===== src/common/page_stack_defines.svh =====
// Offsets, field positions, reset values and sizes of the page context stack
`ifndef PAGE_STACK_DEFINES_SVH
`define PAGE_STACK_DEFINES_SVH

// Register addresses in the special function register space
`define PG_ADDR_SELECT   8'h84
`define PG_ADDR_MIDDLE   8'h85
`define PG_ADDR_BOTTOM   8'h86
`define PG_ADDR_CONTROL  8'h96

// Stack shape and register select indices
`define PG_STACK_DEPTH   3
`define PG_SEL_COUNT     4
`define PG_SEL_SELECT    0
`define PG_SEL_MIDDLE    1
`define PG_SEL_BOTTOM    2
`define PG_SEL_CONTROL   3

// Fields and reset values
`define PG_ENABLE_BIT    0
`define PG_RESET_ENTRY   8'h00
`define PG_RESET_ENABLE  1'h1
`define PG_EMPTY_ENTRY   8'h00

`endif


===== src/common/page_stack_pkg.sv =====
// Types shared by the page context stack modules
package page_stack_pkg;
    typedef logic [7:0] page_t;
    typedef logic [3:0] reg_sel_t;
    typedef page_t [2:0] page_stack_t;

    // Whole register state of the stack block
    typedef struct packed {
        page_stack_t entry;
        logic        autoPageEnable;
        page_t       readData;
        logic        readHit;
    } ctx_state_t;
endpackage : page_stack_pkg


===== src/verilog/page_reg_decode.sv =====
// Address decode of the page stack and page control registers
`timescale 1ns/1ps
`include "page_stack_defines.svh"
module page_reg_decode
    import page_stack_pkg::*;
(
    // Direct address from the core
    input  wire logic [7:0] addr,
    // One-hot register select
    output reg_sel_t        regSel
);
    ////////////////////////////////////////////////////////////////////////
    // Page select is deliberately not an input: these registers are global
    always_comb begin
        regSel = '0;
        if (addr == `PG_ADDR_SELECT) begin
            regSel[`PG_SEL_SELECT] = 1'h1;
        end else if (addr == `PG_ADDR_MIDDLE) begin
            regSel[`PG_SEL_MIDDLE] = 1'h1;
        end else if (addr == `PG_ADDR_BOTTOM) begin
            regSel[`PG_SEL_BOTTOM] = 1'h1;
        end else if (addr == `PG_ADDR_CONTROL) begin
            regSel[`PG_SEL_CONTROL] = 1'h1;
        end
    end
endmodule : page_reg_decode


===== src/verilog/page_read_mux.sv =====
// Read data selection for the page stack registers
`timescale 1ns/1ps
`include "page_stack_defines.svh"
module page_read_mux
    import page_stack_pkg::*;
(
    // Register select and contents
    input  reg_sel_t        regSel,
    input  page_stack_t     entry,
    input  wire logic       autoPageEnable,
    // Selected data
    output page_t           data,
    output logic            hit
);
    ////////////////////////////////////////////////////////////////////////
    // Unselected or foreign addresses give zero and no hit
    always_comb begin
        data = '0;
        hit  = |regSel;
        for (int i = 0; i < `PG_STACK_DEPTH; i++) begin
            if (regSel[i]) begin
                data = entry[i];
            end
        end
        if (regSel[`PG_SEL_CONTROL]) begin
            data[`PG_ENABLE_BIT] = autoPageEnable;
        end
    end
endmodule : page_read_mux


===== src/verilog/interrupt_page_context_stack.sv =====
// Page select register with three-entry context stack driven by interrupts
`timescale 1ns/1ps
`include "page_stack_defines.svh"
module interrupt_page_context_stack
    import page_stack_pkg::*;
(
    // Clock and reset
    input  wire logic       ref_clk,
    input  wire logic       arst_n,
    // Register access from the core
    input  wire logic [7:0] sfrAddr,
    input  wire logic       sfrWrEn,
    input  wire logic [7:0] sfrWrData,
    input  wire logic       sfrRdEn,
    output page_t           sfrRdData,
    output logic            sfrRdHit,
    // Interrupt sequencing from the core
    input  wire logic       intrEntry,
    input  wire logic [7:0] intrPage,
    input  wire logic       intrReturn,
    // Page used by the rest of the register decode
    output page_t           activePage,
    output logic            autoPageActive
);
    ////////////////////////////////////////////////////////////////////////
    // State and decode

    ctx_state_t ctx;
    ctx_state_t next_ctx;
    reg_sel_t   regSel;
    page_t      muxData;
    logic       muxHit;
    logic       pushNow;
    logic       popNow;

    // Address decode ignores the page, so the stack is reachable everywhere
    page_reg_decode uDecode (
        .addr   (sfrAddr),
        .regSel (regSel)
    );

    // Read data path
    page_read_mux uReadMux (
        .regSel         (regSel),
        .entry          (ctx.entry),
        .autoPageEnable (ctx.autoPageEnable),
        .data           (muxData),
        .hit            (muxHit)
    );

    ////////////////////////////////////////////////////////////////////////
    // Stack events

    // Entry wins if the sequencer ever pulses both; it should not
    assign pushNow = intrEntry && ctx.autoPageEnable;
    assign popNow  = intrReturn && !intrEntry && ctx.autoPageEnable;

    ////////////////////////////////////////////////////////////////////////
    // Next state

    // Hardware push and pop override a software entry write in the same cycle,
    // so a context switch is never half applied
    always_comb begin
        next_ctx = ctx;
        next_ctx.readHit = 1'h0;
        if (pushNow) begin
            // Each entry moves one place down; old bottom is lost
            for (int i = `PG_STACK_DEPTH - 1; i > 0; i--) begin
                next_ctx.entry[i] = ctx.entry[i - 1];
            end
            next_ctx.entry[0] = intrPage;
        end else if (popNow) begin
            // Each entry moves one place up; top is dropped
            for (int i = 0; i < `PG_STACK_DEPTH - 1; i++) begin
                next_ctx.entry[i] = ctx.entry[i + 1];
            end
            next_ctx.entry[`PG_STACK_DEPTH - 1] = `PG_EMPTY_ENTRY;
        end else if (sfrWrEn) begin
            // Only the addressed entry changes
            for (int i = 0; i < `PG_STACK_DEPTH; i++) begin
                if (regSel[i]) begin
                    next_ctx.entry[i] = sfrWrData;
                end
            end
        end
        // Control write is independent of stack events
        if (sfrWrEn && regSel[`PG_SEL_CONTROL]) begin
            next_ctx.autoPageEnable = sfrWrData[`PG_ENABLE_BIT];
        end
        // Read answered one cycle after the request
        if (sfrRdEn) begin
            next_ctx.readData = muxData;
            next_ctx.readHit  = muxHit;
        end else begin
            next_ctx.readData = '0;
        end
    end

    ////////////////////////////////////////////////////////////////////////
    // State register

    // Enable comes up set so switching works without software setup
    always_ff @(posedge ref_clk or negedge arst_n) begin
        if (!arst_n) begin
            ctx                <= '0;
            ctx.entry[0]       <= `PG_RESET_ENTRY;
            ctx.entry[1]       <= `PG_RESET_ENTRY;
            ctx.entry[2]       <= `PG_RESET_ENTRY;
            ctx.autoPageEnable <= `PG_RESET_ENABLE;
        end else begin
            ctx <= next_ctx;
        end
    end

    ////////////////////////////////////////////////////////////////////////
    // Outputs, all straight from the state register

    assign activePage     = ctx.entry[0];
    assign autoPageActive = ctx.autoPageEnable;
    assign sfrRdData      = ctx.readData;
    assign sfrRdHit       = ctx.readHit;
endmodule : interrupt_page_context_stack


===== config.mk =====
export PLATFORM = sky130hd
export DESIGN_NAME = interrupt_page_context_stack
export DESIGN_NICKNAME = d
export VERILOG_FILES = /design/src/common/page_stack_pkg.sv /design/src/verilog/page_reg_decode.sv /design/src/verilog/page_read_mux.sv /design/src/verilog/interrupt_page_context_stack.sv
export VERILOG_INCLUDE_DIRS = /design/src /design/src/common
export SDC_FILE = /design/constraint.sdc
export NUM_CORES = 1
export LEC_CHECK = 0
export BUFFER_PORTS_ARGS = -buffer_cell sky130_fd_sc_hd__buf_2
export CAP_MARGIN = 30
export CORE_AREA = 5 5 70 72
export CTS_CLUSTER_DIAMETER = 30
export CTS_CLUSTER_SIZE = 8
export DETAILED_ROUTE_END_ITERATION = 16
export DIE_AREA = 0 0 75 77
export PLACE_DENSITY_LB_ADDON = 0.08
export SYNTH_ARGS = -nofsm -noshare
export SYNTH_HDL_FRONTEND = slang
export SYNTH_SLANG_ARGS = --single-unit

===== constraint.sdc =====
create_clock -name ref_clk -period 2.9 [get_ports ref_clk]
set_input_delay 0.29 -clock ref_clk [delete_from_list [all_inputs] [get_ports ref_clk]]
set_output_delay 0.29 -clock ref_clk [all_outputs]
set_load 0.1 [all_outputs]

* Yosys cells after proc, flatten, opt, wreduce, memory -nomap -nowiden *
Index checks and enable logic that the tools add are counted.
Widths: inputs -> output; s select.

storage, ports and cells
  logic and storage cells = 42
  register bits after elaboration = 34

cells by class
  muxes and demuxes = 19
  reduce and logical (&&, ||, !) cells = 13
  equality and inequality tests = 4

operator list
  operator            number
  $mux 24             3
  $mux 8              7
  $eq 8x8->1 const B  4
  $reduce_bool 3->1   4
  $mux 1              7
  $reduce_and 2->1    3
  $logic_and 1x1->1   4
  $reduce_or 4->1     1
  $mux 3              1
  $mux 2              1
  $logic_not 1->1     1

* Depth between registers and ports, before layout *
  depth after elaboration = 9
  mapped depth = 6
  gate-level depth less buffers = 4

* Hierarchy *
A second synthesis with hierarchy kept.

second synthesis, totals
  cells, all modules = 251
  area, all modules = 2,219.6 µm²

by module, submodules not included
  module                        area each (µm²)  cells each  sequential area each (µm²)  times used
  interrupt_page_context_stack  1,916.8          206         852.1                       1
  page_read_mux                 231.5            37          0.0                         1
  page_reg_decode               71.3             8           0.0                         1

* Worst setup path before layout *
No wires, ideal clock.

  path kind = flip-flop to flip-flop
  from = register, netlist name autoPageActive
  to = register, netlist name ctx[26]
  slack = 1.160 ns
  library setup time = 0.079 ns
  buffers on the path = 2
  arrival = 1.660 ns
  data required time = 2.821 ns
  cell stages (with the launch flop) = 6
  clock period less this slack = 1.740 ns
  cell sequence = dfstp_2 -> buf_4 -> and2_1 -> clkbuf_1 -> nand2_1 -> a2bb2oi_1

on the way
  word-level cells in the longest chain between the ends = 3

ends and longest elaborated chain
  element                                                               RTL line
  $logic_and 1x1->1 (on tied branches)                                  interrupt_page_context_stack.sv:55, interrupt_page_context_stack.sv:56
  $reduce_bool 3->1 (no source line) / $mux 24 (equally long branches)  n/a
  $reduce_and 2->1 (no source line) / $mux 24 (equally long branches)   n/a

Parallel ways exist; a longest one is shown, timed or not.
A chain may end at the register's enable or synchronous reset.

* Worst setup path in the final report *
  from = register, netlist name autoPageActive
  to = output port autoPageActive

RTL lines
  element    RTL line                            source
  to (decl)  interrupt_page_context_stack.sv:23  output logic autoPageActive

No word-level cell between the ends.

==> results.sh <==
export IMPL_finalHoldViolCount=0
export IMPL_nFillCells=388
export IMPL_finalNonFillerCells=283
export IMPL_final_common_cell="buf_2"
export IMPL_synth_seq_cells=34
export IMPL_ctsResizeCount=0
export IMPL_fp_row_count=24
export IMPL_status="finished, final reports clean"
export IMPL_dieArea_um2=5775
export IMPL_p_leak_nw=1.048
export IMPL_ys_seq_area_share_pct=42.25
export IMPL_gp_congestion=0.8383
export IMPL_cts_hold_buffers=0
export IMPL_maxCapViolCount=0
export IMPL_root_buffer="clkbuf_8"
export IMPL_clock_skew_final_ps=5.467
export IMPL_drv_slew=0
export IMPL_fin_tns_setup_ps=0
export IMPL_ys_types=34
export IMPL_synth_top_area_share_pct=40.94
export IMPL_grt_pass1_vias=1715
export IMPL_cp_num_buf_inv=1
export IMPL_dpl_worst_slack_ps=1152
export IMPL_layout_common_cells="buf_2 (47), dfrtp_1 (33), nor2_1 (25)"
export IMPL_crit_required_ps=2610
export IMPL_post_route_period_util_pct=66.58
export IMPL_nets=260
export IMPL_core_um2=4234
export IMPL_crit_slowest_cell="dfstp_2"
export IMPL_cts_tree="built"
export IMPL_path_cells="buf_2"
export IMPL_area_delta_synth_final_pct=9.057
export IMPL_setup_slack_ps=969.1
export IMPL_end_kind="output port"
export IMPL_ant_nets=0
export IMPL_max_freq_mhz=517.9
export IMPL_tightestPinTransition_ps=755.3
export IMPL_postCtsSetupRepairBufs=0
export IMPL_grt_usage_pct=19.58
export IMPL_grt_pass1_wl_mm=8.790
export IMPL_path_delay_family="flip-flops"
export IMPL_hp_class="in -> async"
export IMPL_routed_wl_mm=5.186
export IMPL_cts_buffers_inserted=5
export IMPL_drt_iter0_drc=204
export IMPL_portBuffers=47
export IMPL_cp_start_kind="flop"
export IMPL_syn_cell_area_um2=2017
export IMPL_die_x_um=75
export IMPL_post_route_util_pct=51.95
export IMPL_ioPinCount=48
export IMPL_cp_max_fo=22
export IMPL_clkTransAtPathRegs_ps=70
export IMPL_path_class="reg -> out"
export IMPL_grt_max_degree=35
export IMPL_synthCells=207
export IMPL_yosysTopAreaCell="dfrtp_1"
export IMPL_dp_cells=275
export IMPL_critPathArrivalTime_ps=1640
export IMPL_antenna_found_initial=0
export IMPL_clockBufferDepth=2
export IMPL_cpPeakStageDelay_ps=820
export IMPL_die_height_um=77
export IMPL_clock_latency_ps=290
export IMPL_htreeDepth=2
export IMPL_power_density_nw_per_um2=914.6
export IMPL_ys_warnings_count=0
export IMPL_via_per_inst=5.802
export IMPL_synth_fp_nets=237
export IMPL_clock_sinks=34
export IMPL_synthTopCellsByArea="dfrtp_1 (41%), buf_4 (7.4%), a22o_1 (6.9%)"
export IMPL_drive_gt1_share_pct=28.57
export IMPL_fin_crit_ps=1931
export IMPL_vias=1642
export IMPL_insertedDiodeCount=0
export IMPL_final_setup_viol_count=0
export IMPL_relSlewSlack_pct=49.65
export IMPL_gr_total_overflow=0
export IMPL_syn_avg_cell_area_um2=9.744
export IMPL_hpwl_mm=3.611
export IMPL_wl_per_cell_um=18.33
export IMPL_rsz0062_at_grt="false"
export IMPL_vdd_drop_max_mv=0.5083
export IMPL_drt_first_pass_iters=5
export IMPL_drc=0
export IMPL_initial_core_util_pct=47.64
export IMPL_whs_ps=65.27
## metal layers
metal / track usage (%) / vias up / wire, µm
met5: 0 / - / 0
met4: 7.473 / 0 / 66
met3: 3.007 / 6 / 299
met2: 30.23 / 62 / 2586
met1: 27.19 / 789 / 2233
li1: - / 785 / -
## metrics by stage
stage,cell area [µm²],power [W]
finish,2200,0.002012
global route,2200,0.002113
CTS,2200,0.002020
detailed placement,2090,0.001604
global placement,2090,0.001588
floorplan,2017,0.001497
## layout make-up
type / instances / area (µm²) / share of cell area (%)
clock buffers: 8 / 110.1 / 5.006
multi-input cells: 142 / 937.1 / 42.61
flip-flops and latches: 34 / 852.1 / 38.74
well taps: 52 / 65.06 / 2.958
repair buffers: 47 / 235.2 / 10.69
## synth_stat cells, drive strengths merged
| master | number |
|---|---|
| mux2 | 1 |
| nand4 | 2 |
| a2bb2oi | 8 |
| a21oi | 16 |
| o21a | 1 |
| a21o | 1 |
| a22o | 16 |
| and4b | 1 |
| or2 | 2 |
| and2 | 1 |
| nor3 | 1 |
| dfrtp | 33 |
| a31o | 1 |
| nand4b | 1 |
| mux2i | 8 |
| nor2 | 26 |
| and2b | 2 |
| clkbuf | 2 |
| nand3 | 1 |
| nor2b | 1 |
| nand2 | 18 |
| o21ai | 17 |
| a41oi | 1 |
| a22oi | 16 |
| dfstp | 1 |
| buf | 29 |
## logic make-up (layout without fill, tap and decap cells)
logic type | after synthesis | count (layout) | share of synthesized area (%)
AOI/OAI and AO/OA | 77 | 77 | 28.10
buffers and inverters | 31 | 55 | 11.29
DFF | 34 | 34 | 42.25
muxes | 9 | 9 | 4.529
and+or+nand+nor | 56 | 56 | 13.83
## path summary, 6_finish.rpt
kind                                start             end  slack (ps)  cells past startpoint
max                        autoPageActive  autoPageActive         970                      1
min                                arst_n         ctx[19]          70                      1
max reg2reg                autoPageActive         ctx[18]        1250                      3
min reg2reg                       ctx[21]         ctx[21]         560                      2
max in group asynchronous          arst_n         ctx[23]        2360                      1
min in group ref_clk         sfrWrData[0]  autoPageActive         290                      2
## state kept, by name, summed over array words and instances (netlist names)
| register | flops |
|---|---|
| activePage | 8 |
| ctx | 16 |
| sfrRdData | 8 |
| sfrRdHit | 1 |
| autoPageActive | 1 |
## report_power, final
part | internal, W | switching [W]
Sequential | 0.000621 | 0.000173
Combinational | 0.000222 | 0.000582
Clock | 0.000240 | 0.000174
Total | 0.00108 | 0.000929
No activity file was read; power rests on OpenSTA's default activity.
